--- config.mk ---
export PLATFORM = sky130hd
export DESIGN_NAME = dsoc_top
export DESIGN_NICKNAME = d
export VERILOG_FILES = /design/src/hw/dsoc_top.v
export VERILOG_INCLUDE_DIRS = /design/src /design/src/hw
export SDC_FILE = /design/constraint.sdc
export NUM_CORES = 1
export LEC_CHECK = 0
export BUFFER_PORTS_ARGS = -buffer_cell sky130_fd_sc_hd__buf_4
export CAP_MARGIN = 20
export CORE_ASPECT_RATIO = 0.7
export CORE_UTILIZATION = 50
export CTS_BUF_LIST = sky130_fd_sc_hd__clkbuf_8
export DETAILED_ROUTE_END_ITERATION = 10
export PLACE_DENSITY = 0.71
export SYNTH_ARGS = -nofsm -noshare
export SYNTH_HDL_FRONTEND = slang
export SYNTH_SLANG_ARGS = --single-unit
--- constraint.sdc ---
create_clock -name pclk -period 4.95 [get_ports pclk]
set_input_delay 0.99 -clock pclk [delete_from_list [all_inputs] [get_ports pclk]]
set_output_delay 0.99 -clock pclk [all_outputs]
set_load 0.01 [all_outputs]
--- src/hw/dsoc_consts.vh ---
// constants for the drive speed output and coil detect block
// assumes pclk at 200 MHz and APB register access
// Behaviour
// - specified-speed output on while speed below threshold
// - specified-speed indication drives digital_out_2 only
// - multi-axis output is AND across the axes enabled in axis_en
// - servo speed unit from bit D
// - servo threshold range 0 to 32767
// - servo out2 select bits 9-8, 01 enables
// - spindle command clamp 33750 or 135000 r/min
// - spindle threshold range 0 to 32767
// - spindle out2 enabled by bit C
// - servo digital_in_1 door or battery by F-C
// - spindle digital_in_1 door or proximity by F-C
// - spindle digital_in_3 emergency stop when field equals 59
// - fixed brake, coil and contactor outputs
// - compare speed to setpoint, report speed_detect_flag
// - flag on below setpoint, setpoint 10 to 32767
// - hysteresis applied above setpoint only, no chatter
// - hysteresis 10 to 1000, default 30
`ifndef DSOC_CONSTS_VH
`define DSOC_CONSTS_VH
`define DSOC_A_SV_FUNC2     12'h000
`define DSOC_A_SV_THR0      12'h004
`define DSOC_A_SV_THR1      12'h008
`define DSOC_A_SV_THR2      12'h00C
`define DSOC_A_SV_FUNC5     12'h010
`define DSOC_A_SP_SPINDLE_SPEC_WORD_2     12'h014
`define DSOC_A_SP_THR       12'h018
`define DSOC_A_SP_FUNC9     12'h01C
`define DSOC_A_SP_INSEL     12'h020
`define DSOC_A_SP_INFUNC3   12'h024
`define DSOC_A_SD_SET       12'h028
`define DSOC_A_SD_HYS       12'h02C
`define DSOC_A_SV_SPD0      12'h030
`define DSOC_A_SV_SPD1      12'h034
`define DSOC_A_SV_SPD2      12'h038
`define DSOC_A_SP_SPD       12'h03C
`define DSOC_A_SP_CMD       12'h040
`define DSOC_A_CTRL         12'h044
`define DSOC_A_STATUS       12'h048
`define DSOC_A_CMD_OUT      12'h04C
`define DSOC_B_UNIT         13
`define DSOC_B_OUT2_HI      9
`define DSOC_B_OUT2_LO      8
`define DSOC_B_SPD_LIM      8
`define DSOC_B_SP_OUT2      12
`define DSOC_B_IN1_HI       15
`define DSOC_B_IN1_LO       12
`define DSOC_OUT2_SPEC      2'h1
`define DSOC_IN1_DOOR       4'h1
`define DSOC_IN1_ALT        4'h2
`define DSOC_EMG_CODE       8'h3B
`define DSOC_THR_MAX        15'h7FFF
`define DSOC_SD_MIN         15'h000A
`define DSOC_HYS_MIN        10'h00A
`define DSOC_HYS_MAX        10'h3E8
`define DSOC_HYS_RST        10'h01E
`define DSOC_SD_RST         15'h000A
`define DSOC_LIM_LO         18'h083D6
`define DSOC_LIM_HI         18'h20F58
`endif

--- src/hw/dsoc_top.v ---
// peripheral io logic: specified-speed output, coil speed detect
// assumes speeds are written by the control loop over APB each cycle
//
// The APB register port and the register offsets were left to the implementer.
`timescale 1ns/100ps
`include "dsoc_consts.vh"
module dsoc_top
(
   // apb
   input  wire        pclk,
   input  wire        presetn,
   input  wire        psel,
   input  wire        penable,
   input  wire        pwrite,
   input  wire [11:0] paddr,
   input  wire [31:0] pwdata,
   output reg  [31:0] prdata,
   output reg         pready,
   output reg         pslverr,
   // digital inputs
   input  wire        digital_in_1,
   input  wire        digital_in_3,
   // controller side
   input  wire        low_coil_select,
   input  wire        brake_release,
   input  wire        contactor_on,
   input  wire        spindle_mode,
   output reg         speed_detect_flag,
   // digital outputs
   output reg         digital_out_1,
   output reg         digital_out_2,
   output reg         digital_out_3,
   output reg         door_state,
   output reg         battery_low,
   output reg         proximity_switch,
   output reg         external_emergency_stop
);
   reg [15:0] servo_function_2;
   reg [15:0] servo_function_5;
   reg [15:0] spindle_spec_2;
   reg [15:0] spindle_function_9;
   reg [15:0] spindle_input_select;
   reg [15:0] spindle_input_func_3;
   reg [14:0] sv_thr [0:2];
   reg [14:0] spindle_spec_speed_threshold;
   reg [14:0] speed_detect_setpoint;
   reg [9:0]  speed_detect_hysteresis;
   reg [14:0] sv_spd [0:2];
   reg [14:0] sp_spd;
   reg [17:0] sp_cmd;
   reg [17:0] sp_cmd_lim;
   reg [2:0]  axis_en;
   reg        servo_spec_ok;
   reg        spindle_spec_ok;
   reg [31:0] next_rdata;
   reg        next_err;
   reg        next_spec;
   wire       acc;
   wire       wr;
   wire [3:0] sv_in1;
   wire [3:0] sp_in1;
   wire [17:0] lim;
   integer    i;
   integer    j;

   // below threshold: equality counts as not below
   function below;
      input [14:0] spd;
      input [14:0] thr;
      begin
         below = (spd < thr);
      end
   endfunction

   // clamp a setting into its legal range
   function [14:0] clamp15;
      input [14:0] v;
      input [14:0] lo;
      begin
         clamp15 = (v < lo) ? lo : v;
      end
   endfunction

   assign acc = psel & penable & ~pready;
   assign wr  = acc & pwrite;
   assign sv_in1 = servo_function_5[`DSOC_B_IN1_HI:`DSOC_B_IN1_LO];
   assign sp_in1 = spindle_input_select[`DSOC_B_IN1_HI:`DSOC_B_IN1_LO];
   assign lim = spindle_spec_2[`DSOC_B_SPD_LIM] ? `DSOC_LIM_HI
                                                : `DSOC_LIM_LO;

   always @*
   begin
      next_err = 1'b0;
      if (paddr == `DSOC_A_SV_FUNC2)
         next_rdata = {16'h0000, servo_function_2};
      else if (paddr == `DSOC_A_SV_THR0)
         next_rdata = {17'h00000, sv_thr[0]};
      else if (paddr == `DSOC_A_SV_THR1)
         next_rdata = {17'h00000, sv_thr[1]};
      else if (paddr == `DSOC_A_SV_THR2)
         next_rdata = {17'h00000, sv_thr[2]};
      else if (paddr == `DSOC_A_SV_FUNC5)
         next_rdata = {16'h0000, servo_function_5};
      else if (paddr == `DSOC_A_SP_SPINDLE_SPEC_WORD_2)
         next_rdata = {16'h0000, spindle_spec_2};
      else if (paddr == `DSOC_A_SP_THR)
         next_rdata = {17'h00000, spindle_spec_speed_threshold};
      else if (paddr == `DSOC_A_SP_FUNC9)
         next_rdata = {16'h0000, spindle_function_9};
      else if (paddr == `DSOC_A_SP_INSEL)
         next_rdata = {16'h0000, spindle_input_select};
      else if (paddr == `DSOC_A_SP_INFUNC3)
         next_rdata = {16'h0000, spindle_input_func_3};
      else if (paddr == `DSOC_A_SD_SET)
         next_rdata = {17'h00000, speed_detect_setpoint};
      else if (paddr == `DSOC_A_SD_HYS)
         next_rdata = {22'h000000, speed_detect_hysteresis};
      else if (paddr == `DSOC_A_SV_SPD0)
         next_rdata = {17'h00000, sv_spd[0]};
      else if (paddr == `DSOC_A_SV_SPD1)
         next_rdata = {17'h00000, sv_spd[1]};
      else if (paddr == `DSOC_A_SV_SPD2)
         next_rdata = {17'h00000, sv_spd[2]};
      else if (paddr == `DSOC_A_SP_SPD)
         next_rdata = {17'h00000, sp_spd};
      else if (paddr == `DSOC_A_SP_CMD)
         next_rdata = {14'h0000, sp_cmd};
      else if (paddr == `DSOC_A_CTRL)
         next_rdata = {29'h00000000, axis_en};
      else if (paddr == `DSOC_A_STATUS)
         next_rdata = {24'h000000, external_emergency_stop,
                       proximity_switch, battery_low, door_state,
                       speed_detect_flag, digital_out_2,
                       spindle_spec_ok, servo_spec_ok};
      else if (paddr == `DSOC_A_CMD_OUT)
         next_rdata = {14'h0000, sp_cmd_lim};
      else
      begin
         next_rdata = 32'h00000000;
         next_err   = 1'b1;
      end
   end

   // apb slave: one wait state, answer in second access cycle
   always @(posedge pclk or negedge presetn)
   begin
      if (!presetn)
      begin
         pready  <= 1'b0;
         pslverr <= 1'b0;
         prdata  <= 32'h00000000;
      end
      else
      begin
         pready  <= acc;
         pslverr <= acc & next_err;
         prdata  <= (acc & ~pwrite) ? next_rdata : 32'h00000000;
      end
   end

   // register writes; settings outside their range clamp here
   always @(posedge pclk or negedge presetn)
   begin
      if (!presetn)
      begin
         servo_function_2             <= 16'h0000;
         servo_function_5             <= 16'h0000;
         spindle_spec_2               <= 16'h0000;
         spindle_function_9           <= 16'h0000;
         spindle_input_select         <= 16'h0000;
         spindle_input_func_3         <= 16'h0000;
         spindle_spec_speed_threshold <= 15'h0000;
         speed_detect_setpoint        <= `DSOC_SD_RST;
         speed_detect_hysteresis      <= `DSOC_HYS_RST;
         sp_spd                       <= 15'h0000;
         sp_cmd                       <= 18'h00000;
         axis_en                      <= 3'h1;
         for (i = 0; i < 3; i = i + 1)
         begin
            sv_thr[i] <= 15'h0000;
            sv_spd[i] <= 15'h0000;
         end
      end
      else if (wr)
      begin
         if (paddr == `DSOC_A_SV_FUNC2)
            servo_function_2 <= pwdata[15:0];
         else if (paddr == `DSOC_A_SV_THR0)
            sv_thr[0] <= pwdata[14:0];
         else if (paddr == `DSOC_A_SV_THR1)
            sv_thr[1] <= pwdata[14:0];
         else if (paddr == `DSOC_A_SV_THR2)
            sv_thr[2] <= pwdata[14:0];
         else if (paddr == `DSOC_A_SV_FUNC5)
            servo_function_5 <= pwdata[15:0];
         else if (paddr == `DSOC_A_SP_SPINDLE_SPEC_WORD_2)
            spindle_spec_2 <= pwdata[15:0];
         else if (paddr == `DSOC_A_SP_THR)
            spindle_spec_speed_threshold <= pwdata[14:0];
         else if (paddr == `DSOC_A_SP_FUNC9)
            spindle_function_9 <= pwdata[15:0];
         else if (paddr == `DSOC_A_SP_INSEL)
            spindle_input_select <= pwdata[15:0];
         else if (paddr == `DSOC_A_SP_INFUNC3)
            spindle_input_func_3 <= pwdata[15:0];
         else if (paddr == `DSOC_A_SD_SET)
            speed_detect_setpoint <= clamp15(pwdata[14:0],
                                             `DSOC_SD_MIN);
         else if (paddr == `DSOC_A_SD_HYS)
         begin
            if (pwdata[15:0] < {6'h00, `DSOC_HYS_MIN})
               speed_detect_hysteresis <= `DSOC_HYS_MIN;
            else if (pwdata[15:0] > {6'h00, `DSOC_HYS_MAX})
               speed_detect_hysteresis <= `DSOC_HYS_MAX;
            else
               speed_detect_hysteresis <= pwdata[9:0];
         end
         else if (paddr == `DSOC_A_SV_SPD0)
            sv_spd[0] <= pwdata[14:0];
         else if (paddr == `DSOC_A_SV_SPD1)
            sv_spd[1] <= pwdata[14:0];
         else if (paddr == `DSOC_A_SV_SPD2)
            sv_spd[2] <= pwdata[14:0];
         else if (paddr == `DSOC_A_SP_SPD)
            sp_spd <= pwdata[14:0];
         else if (paddr == `DSOC_A_SP_CMD)
            sp_cmd <= pwdata[17:0];
         else if (paddr == `DSOC_A_CTRL)
            axis_en <= pwdata[2:0];
      end
   end

   // servo comparisons: speed and threshold share the unit from bit D
   always @*
   begin
      next_spec = 1'b1;
      for (j = 0; j < 3; j = j + 1)
         if (axis_en[j] && !below(sv_spd[j], sv_thr[j]))
            next_spec = 1'b0;
   end

   // per-cycle compares and mode-dependent pin functions
   always @(posedge pclk or negedge presetn)
   begin
      if (!presetn)
      begin
         servo_spec_ok           <= 1'b0;
         spindle_spec_ok         <= 1'b0;
         speed_detect_flag       <= 1'b0;
         sp_cmd_lim              <= 18'h00000;
         digital_out_1           <= 1'b0;
         digital_out_2           <= 1'b0;
         digital_out_3           <= 1'b0;
         door_state              <= 1'b0;
         battery_low             <= 1'b0;
         proximity_switch        <= 1'b0;
         external_emergency_stop <= 1'b0;
      end
      else
      begin
         servo_spec_ok   <= next_spec;
         spindle_spec_ok <= below(sp_spd,
                                  spindle_spec_speed_threshold);
         sp_cmd_lim <= (sp_cmd > lim) ? lim : sp_cmd;
         // hysteresis: on below setpoint, off at or above setpoint+width
         // sum kept 16 bits wide so setpoint plus width cannot wrap
         if (below(sp_spd, speed_detect_setpoint))
            speed_detect_flag <= 1'b1;
         else if ({1'b0, sp_spd} >= {1'b0, speed_detect_setpoint}
                  + {6'h00, speed_detect_hysteresis})
            speed_detect_flag <= 1'b0;
         // spindle: coil and contactor; servo: brake on digital_out_1
         if (spindle_mode)
         begin
            digital_out_1 <= low_coil_select;
            digital_out_3 <= contactor_on;
            digital_out_2 <= spindle_function_9[`DSOC_B_SP_OUT2] &
                             spindle_spec_ok;
            door_state       <= (sp_in1 == `DSOC_IN1_DOOR) &
                                digital_in_1;
            proximity_switch <= (sp_in1 == `DSOC_IN1_ALT) &
                                digital_in_1;
            battery_low      <= 1'b0;
            external_emergency_stop <=
               (spindle_input_func_3[7:0] == `DSOC_EMG_CODE) &
               digital_in_3;
         end
         else
         begin
            digital_out_1 <= brake_release;
            digital_out_3 <= 1'b0;
            digital_out_2 <= (servo_function_5[`DSOC_B_OUT2_HI:
                             `DSOC_B_OUT2_LO] == `DSOC_OUT2_SPEC) &
                             servo_spec_ok;
            door_state       <= (sv_in1 == `DSOC_IN1_DOOR) &
                                digital_in_1;
            battery_low      <= (sv_in1 == `DSOC_IN1_ALT) &
                                digital_in_1;
            proximity_switch <= 1'b0;
            external_emergency_stop <= 1'b0;
         end
      end
   end
endmodule

==> results_dict.tcl, run 1 <==
set metrics [dict create \
    ctsHoldBuffers 0 \
    postSynth.topFlopCell "dfrtp_1" \
    insertion_delay_ns 0.63 \
    fin_setup_tns_ns 0 \
    fp.dieH_um 159 \
    finalHoldViolCount 0 \
    wire_per_inst_um 26.5 \
    crit_path_end "speed_detect_flag" \
    htreeDepth 2 \
    drc 0 \
    cts_tree "yes" \
    ff2ff_setup_slack_ns 0.98 \
    dr.pass1.iters 5 \
    via_count 14600 \
    die-area_um2 36000 \
    netlist_area_um2 17600 \
    setup_viol 0 \
    yosys_warnings 0 \
    reg2reg_to "speed_detect_flag" \
    placed_cell_area_um2 18600 \
    max_stage_delay_ns 0.41 \
    setup.worst_path.class "reg2reg" \
    path_buf_inv 0 \
    gp_congestion 0.962 \
    finalWirelength_um 60600 \
    grt_usage_pct 34.3 \
    insertedDiodeCount 0 \
    stdcell_count 2288 \
    grt_pass1_wl_um 91300 \
    synth_edf_count 0 \
    grt_pass1_vias 14500 \
    grt_max_degree 97 \
    synthCells 1713 \
    layout_commonest_cell "dfrtp_1" \
    tightest_slew_ns 1.06 \
    final_layout_size_suffix_gt1_share_pct 23.7 \
    path_clk_slew_ns 0.07 \
    core_um2 34700 \
    status "completed" \
    path_cells "ha_1 > fa_1 > a21oi_1 > o21ai_0 > a21boi_0 > o21bai_1 > a21oi_1 > nor3_1 > xnor2_1 > ha_1 > and4_1 > o2111ai_1 > a211oi_1 > nor4b_1 > or3_1" \
    nFillCells 3083 \
    ios 97 \
    drt_iter0_drc 1660 \
    gr-total-overflow 0 \
    postCtsSetupBuffers 0 \
    postLayoutCellArea_um2 19700 \
    power_uw 5450 \
    min_path_type "in2async" \
    io_buffers 68 \
    cts-root-buf "clkbuf_8" \
    worst-path-stages 15 \
    start_util_pct 50.8 \
    yosysUniqueCellTypes 89 \
    layout_common_cells "dfrtp_1 (303), mux2_2 (171), o21ai_0 (157)" \
    cts_made_buffers 51 \
    critPathCaptureType "register" \
    drv_slew 0 \
    rsz0062_at_grt "false" \
    path_max_fanout 3 \
    antenna_found_initial 1 \
    clockBufferDepth 3 \
    skew_ns 0.0159 \
    critPathLaunch "speed_detect_setpoint[0]" \
    dp.cells 2192 \
    fp-row-count 57 \
    arrival_ns 4.46 \
    hpwl_um 43500 \
    drv_cap 0 \
    rr_worst_depth 15 \
    worstSetupStartpointType "register" \
    timing.rr.start "speed_detect_setpoint[0]" \
    layout_setup_ws_ns 0.982 \
    path_delay_family "compound AO/OA/AOI/OAI gates" \
    syn_avg_cell_area_um2 10.3 \
    required_ns 5.44 \
    postRouteAntennaNets 0 \
    min_period_over_period_pct 80.2 \
    nets 1932 \
    crit_slowest_cell "fa_1" \
    leakagePower_uw 0.00970 \
    async_flop_share_pct 100 \
    irDropWorstVdd_mv 0.230 \
    die_w_um 226 \
    maxSlewHeadroom_pct 29.3 \
    cts_resized 0 \
    cts.sinks 310 \
    fin_crit_ns 3.97 \
    viasPerCell 6.37 \
    p_per_area_nw_per_um2 276 \
    post-place-ws_ns 1.02 \
    fmax_ghz 0.252 \
    synth-seq-cells 310 \
    areaGrowthSynthToFinish_pct 12.0 \
    ys_seq_area_share_pct 44.1 \
]
[registers in the layout (all words and copies together), names as in the netlist, 18 cells and up]
| register | cells |
|---|---|
| prdata | 18 |
| sp_cmd_lim | 18 |
| sv_thr | 45 |
| sv_spd | 45 |
| sp_cmd | 18 |
[cell type report]
class | instances | area [um2] | share of cell area (%)
multi-input cells | 1194 | 8910 | 45.2
flip-flops and latches | 310 | 7770 | 39.4
repair buffers | 124 | 963 | 4.88
clock buffers | 66 | 908 | 4.61
well taps | 472 | 591 | 2.99
inverters | 92 | 345 | 1.75
clock inverters | 30 | 238 | 1.21
[how the worst min path moves through the flow]
stage | end | slack (ns) | cells past startpoint
after CTS | prdata[4] | 0.45 | 1
after global routing | prdata[3] | 0.49 | 1
final | sv_thr[19] | 0.44 | 1
after floorplan | external_emergency_stop | 0.43 | 1
after detailed placement | external_emergency_stop | 0.47 | 1
after global placement | servo_function_2[3] | 0.46 | 2
[worst register-to-register path, delay by kind of cell, from the launching register on]
kind                       cells  cell delay, ns
DFF                            1            0.40
AOI/OAI and AO/OA              7            1.58
xor gates and xnor gates       1            0.15
and+or+nand+nor                4            0.77
adders and majority gates      3            0.95
[cell families (layout without fill, tap and decap cells)]
kind of cell / after synthesis / after routing / synth area share [%]
xor+xnor: 12 / 12 / 0.597
simple gates: 389 / 389 / 11.2
fa+ha+maj: 104 / 104 / 7.43
buf+inv: 222 / 312 / 5.64
mux: 233 / 233 / 15.4
other cells: 1 / 14 / 0.0213
compound gates: 442 / 442 / 15.6
flops: 310 / 310 / 44.1
[Yosys cell counts (8+ instances only)]
master	instances	share of area [%]
dfrtp_1	303	43
nor2b_1	8	0.28
or3_1	8	0.28
a2111oi_0	10	0.50
nand3_1	28	0.80
mux2_2	171	11
a22oi_1	10	0.43
nor2_1	79	1.7
and2_1	9	0.32
a211oi_1	10	0.43
ha_1	103	7.3
mux2i_1	35	2.0
o21ai_0	157	4.5
a221oi_1	12	0.60
a21oi_1	103	2.9
o21a_1	11	0.47
inv_1	91	1.9
buf_4	21	0.90
o211ai_1	10	0.43
buf_2	41	1.2
nand4_1	13	0.46
o22ai_1	17	0.60
mux2_1	12	0.77
clkbuf_1	60	1.3
nand2_1	146	3.1
a31oi_1	15	0.53
mux4_2	9	1.2
xnor2_1	10	0.50
nand2b_1	22	0.78
a21o_1	17	0.72
nor3_1	23	0.65
[layer usage]
| metal | vias up | global-route usage [%] | share of wire, % |
|---|---|---|---|
| met2 | 832 | 48.8 | 42 |
| met4 | 0 | 12.3 | 3.5 |
| li1 | 6297 | - | - |
| met1 | 7303 | 48.9 | 43 |
| met3 | 149 | 10.9 | 11 |
| met5 | - | 0 | 0 |
[through the flow]
| stage | hold WS [ns] | util [%] |
|---|---|---|
| after detailed placement | 0.473 | 53.6 |
| final | 0.436 | 56.9 |
| after global placement | 0.462 | 53.6 |
| after CTS | 0.446 | 56.9 |
| after global routing | 0.489 | 56.9 |
| after floorplan | 0.426 | - |
[power by group]
group	total [uW]	switching, uW	internal [uW]
registers	2540	3.77	2540
clock network	2530	1120	1410
logic	373	278	95.7
Power figures use the tool's default switching activity.
==> run 2, diff against run 1 <==
Settings changed: PLACE_DENSITY 0.71 to 0.74.
Clock period 4.95 ns to 3.5 ns, I/O delays scaled along.
==> run 2 against run 1 <==
Net effect: fmax up 17%; combinational power up 50%; die area unchanged; cell count up 1.7%; setup slack worse by 0.87 ns; clock power up 25%; hold slack worse by 0.30 ns; largest power group unchanged; sequential share of layout area down 0.73 points; clock skew up 0.017 ns; global-route usage up 0.35 points; core utilization up 1.1 points.
==> results_dict.tcl, run 2 (same netlist as run 1, synthesis figures left out) <==
set metrics [dict create \
    status "completed" \
    top_regs "sv_spd (45), sv_thr (45)" \
    cts-root-buf "clkbuf_8" \
    insertedDiodeCount 0 \
    fin_crit_ns 3.39 \
    grt_pass1_wl_um 91900 \
    postLayoutCellArea_um2 20100 \
    min_path_type "in2async" \
    layout_setup_ws_ns 0.109 \
    final_layout_size_suffix_gt1_share_pct 25.8 \
    start_util_pct 50.8 \
    arrival_ns 3.87 \
    path_max_fanout 2 \
    ios 97 \
    post-place-ws_ns -0.265 \
    finalWirelength_um 61600 \
    dr.pass1.iters 6 \
    grt_max_degree 96 \
    cts.sinks 310 \
    antenna_found_initial 0 \
    insertion_delay_ns 0.63 \
    via_count 14700 \
    required_ns 3.98 \
    fp.dieH_um 159 \
    power_uw 7310 \
    setup.worst_path.class "reg2reg" \
    die_w_um 226 \
    drv_slew 0 \
    p_per_area_nw_per_um2 364 \
    skew_ns 0.0332 \
    nets 1977 \
    viasPerCell 6.30 \
    critPathCaptureType "register" \
    clockBufferDepth 3 \
    setup_viol 0 \
    cts_tree "yes" \
    wire_per_inst_um 26.5 \
    htreeDepth 2 \
    hpwl_um 44600 \
    gp_congestion 0.979 \
    finalHoldViolCount 0 \
    cts_made_buffers 50 \
    tightest_slew_ns 1.12 \
    core_um2 34700 \
    placed_cell_area_um2 19000 \
    worstSetupStartpointType "register" \
    fmax_ghz 0.295 \
    areaGrowthSynthToFinish_pct 14.2 \
    ctsHoldBuffers 0 \
    layout_common_cells "dfrtp_1 (303), mux2_2 (171), buf_4 (158)" \
    die-area_um2 36000 \
    irDropWorstVdd_mv 0.291 \
    grt_pass1_vias 14200 \
    drv_cap 0 \
    min_period_over_period_pct 96.9 \
    fp-row-count 57 \
    drc 0 \
    postRouteAntennaNets 0 \
    maxSlewHeadroom_pct 24.7 \
    rsz0062_at_grt "true" \
    gr-total-overflow 0 \
    fin_hold_ws_ns 0.138 \
    layout_commonest_cell "dfrtp_1" \
    path_clk_slew_ns 0.07 \
    io_buffers 68 \
    leakagePower_uw 0.00989 \
    grt_usage_pct 34.7 \
    drt_iter0_drc 1844 \
]
[run 2: cell types whose count changed in the layout (fill, tap and decap cells not counted), sizes merged]
cell and change:
clkbuf -6, inv +4, bufinv -3, clkinv -2, buf +46
[run 2: report_power, final]
part	switching, uW	internal, uW	total [uW]	leakage [uW]
Combinational	402	157	559	0.00536
Clock	1540	1620	3160	0.000579
Sequential	5.67	3590	3600	0.00395
[run 2: through the flow]
step           util, %  std cells  setup TNS (ns)
4_1_cts           57.7       2325               0
5_1_grt           58.0       2327         -0.0554
2_1_floorplan        -       1726               0
3_3_place_gp      54.8       2232          -0.177
3_5_place_dp      54.8       2232          -0.265
6_report          58.0       2327               0
[run 2: cell type report]
class,count,area (um2)
flip-flops and latches,310,7770
inverters,92,345
clock inverters,29,148
well taps,472,591
fillers,3002,14600
multi-input cells,1194,9010
clock buffers,60,826
repair buffers,170,1410
[run 2: path summary, 6_finish.rpt]
path	to	startpoint	slack [ns]	depth (start not counted)
min in group pclk	sp_cmd[17]	pwdata[17]	0.32	2
hold reg to reg	spindle_spec_2[3]	spindle_spec_2[3]	0.49	2
setup / recovery	speed_detect_flag	speed_detect_hysteresis[0]	0.11	16
setup reg to reg	speed_detect_flag	speed_detect_hysteresis[0]	0.11	16
hold / removal	servo_function_2[2]	presetn	0.14	1
max in group asynchronous	sp_spd[8]	presetn	2.44	2
[run 2: repair_timing]
item                                    in CTS  in global routing
pin swaps                                    4                 17
endpoints found under the setup margin       1                  1
resized for setup                            7                 13
setup buffers                                4                  2
[run 2: per-layer routing]
metal / track usage, % / share of wire, % / vias to the layer above
li1: - / - / 6400
met1: 52.6 / 44 / 7284
met2: 49.3 / 42 / 858
met3: 7.75 / 11 / 126
met4: 10.2 / 2.7 / 0
met5: 0 / 0 / -
[run 2: worst max-delay path: stages (launching register included)]
cell and delay [ns]:
dfrtp_1 0.41, ha_4 0.19, fa_2 0.42, a21oi_4 0.20
o21ai_4 0.10, a21boi_2 0.18, o21bai_1 0.08, a21oi_1 0.19
buf_4 0.16, buf_6 0.10, xnor2_2 0.05, ha_1 0.30
and4_4 0.23, o2111ai_2 0.10, a211oi_2 0.18, nor4b_2 0.07
or3_1 0.30
==> run 3, diff against run 2 <==
Settings changed: CORE_UTILIZATION 50 to 58, PLACE_DENSITY 0.74 to 0.83.
==> run 3 against run 2 <==
Net effect: routed wire length down 1.3%; design area down 0.38%; combinational power down 1%; critical path depth down 1; setup slack worse by 0.11 ns; die area down 14%; sequential power about the same; power up 0.29%; hold slack worse by 0.044 ns; register-to-register slack worse by 0.11 ns; non-clock buffer count up 3; core utilization up 10 points; critical path type unchanged; critical endpoint unchanged.
==> results_dict.tcl, run 3 (same netlist as run 1, synthesis figures left out) <==
set metrics [dict create \
    crit_path_end "speed_detect_flag" \
    path_clk_slew_ns 0.07 \
    drv_cap 0 \
    irDropWorstVdd_mv 0.309 \
    met1Wirelength_um 25700 \
    antenna_found_initial 1 \
    crit_slowest_cell "dfstp_2" \
    setup.worst_path.class "reg2reg" \
    path_buf_inv 1 \
    path_cells "ha_1 > a21o_1 > a21oi_4 > nor2_2 > o31a_1 > buf_6 > nor2b_2 > o21bai_1 > xnor2_1 > ha_1 > and4_1 > o2111ai_2 > a211oi_2 > nor4b_2 > or3_1" \
    route.met2.wl_um 26000 \
    skew_ns 0.0269 \
    max_stage_delay_ns 0.56 \
    grt_pass1_vias 14700 \
    top_regs "sv_spd (45), sv_thr (45)" \
    worstSetupStartpointType "register" \
    wl_met3_um 6930 \
    fp.dieH_um 148 \
    io_buffers 68 \
    reg2reg_to "speed_detect_flag" \
    drt_iter0_drc 1909 \
    grt_pass1_wl_um 91300 \
    fp-row-count 52 \
    drc 0 \
    gp_congestion 0.992 \
    cts_tree "yes" \
    ios 97 \
    top_layer "met4" \
    cts-root-buf "clkbuf_8" \
    dp.cells 2168 \
    fin_crit_ns 3.50 \
    utilization_pct 68.2 \
    hpwl_um 43800 \
    drv_slew 0 \
    maxSlewHeadroom_pct 27.3 \
    crit_top_cell "ha_1" \
    final_layout_size_suffix_gt1_share_pct 26.2 \
    stdcell_count 2262 \
    status "completed" \
    clockBufferDepth 3 \
    die_w_um 210 \
    layout_setup_ws_ns 0.000214 \
    nets 1980 \
    power_uw 7340 \
    die-area_um2 31100 \
    timing.rr.start "speed_detect_hysteresis[1]" \
    fmax_ghz 0.286 \
    grt_usage_pct 39.6 \
    rr_worst_depth 15 \
    ctsHoldBuffers 0 \
    post-place-ws_ns -0.205 \
    ff2ff_setup_slack_ns 0.0002 \
    critPathLaunch "speed_detect_hysteresis[1]" \
    cts.sinks 310 \
    layout_commonest_cell "dfrtp_1" \
    layout_common_cells "dfrtp_1 (303), mux2_2 (171), buf_4 (163)" \
    gr-total-overflow 0 \
    cts_made_buffers 50 \
    path_delay_family "compound AO/OA/AOI/OAI gates" \
    min_period_over_period_pct 100 \
    tightest_slew_ns 1.06 \
    fin_hold_ws_ns 0.0949 \
    finalHoldViolCount 0 \
    start_util_pct 60.0 \
    wire_per_inst_um 26.9 \
    arrival_ns 3.97 \
    htreeDepth 2 \
    areaGrowthSynthToFinish_pct 13.7 \
    core_um2 29300 \
    critPathCaptureType "register" \
    required_ns 3.97 \
    setup_viol 0 \
    finalWirelength_um 60800 \
    insertion_delay_ns 0.61 \
    grt_max_degree 87 \
    leakagePower_uw 0.00990 \
    worst-path-stages 15 \
    min_path_type "in2async" \
    dr.pass1.iters 6 \
    viasPerCell 6.60 \
    postRouteAntennaNets 0 \
    path_max_fanout 4 \
    p_per_area_nw_per_um2 366 \
    rsz0062_at_grt "true" \
    via_count 14900 \
]
[run 3: cell count changes in the layout (fill, tap and decap cells not counted), sizes merged]
| cell | delta |
|---|---|
| diode | +1 |
| clkinvlp | -2 |
| inv | -4 |
| bufinv | +1 |
| clkbuf | -1 |
| buf | +3 |
| clkinv | +4 |
[run 3: worst min path at each step]
stage,start,endpoint
after floorplan,presetn,axis_en[1]
after global placement,servo_function_2[3],servo_function_2[3]
after detailed placement,servo_function_2[2],servo_function_2[2]
after CTS,presetn,sv_spd[15]
after global routing,presetn,sv_spd[34]
final,presetn,sv_spd[34]
[run 3: routing by layer]
layer	vias up	global-route usage (%)
li1	6390	-
met2	919	58.6
met5	-	0
met3	164	10.6
met1	7466	56.7
met4	0	13.0
[run 3: report_power, final]
group          total [uW]  internal (uW)  switching (uW)
Combinational         553            155             399
Sequential           3600           3590            5.49
Clock                3190           1670            1510
[run 3: timing repair]
action	4_1_cts	5_1_grt
cloned	0	0
resized for setup	5	16
buffers inserted	1	5
pin swaps	1	19
endpoints found under the setup margin	1	1
[run 3: layout make-up]
cell class | count | area [um2]
Inverter | 92 | 345
Antenna cell | 1 | 2.50
Fill cell | 2273 | 9320
Tap cell | 405 | 507
Multi-Input combinational cell | 1194 | 9000
Clock buffer | 59 | 812
Timing Repair Buffer | 173 | 1410
Sequential cell | 310 | 7770
Clock inverter | 28 | 173
[run 3: per-stage QoR]
stage,cell area [um2],TNS [ns]
after detailed placement,18900,-0.292
after global placement,18900,-0.129
after floorplan,17700,0
final,20000,0
after CTS,19900,0
after global routing,20000,-0.137
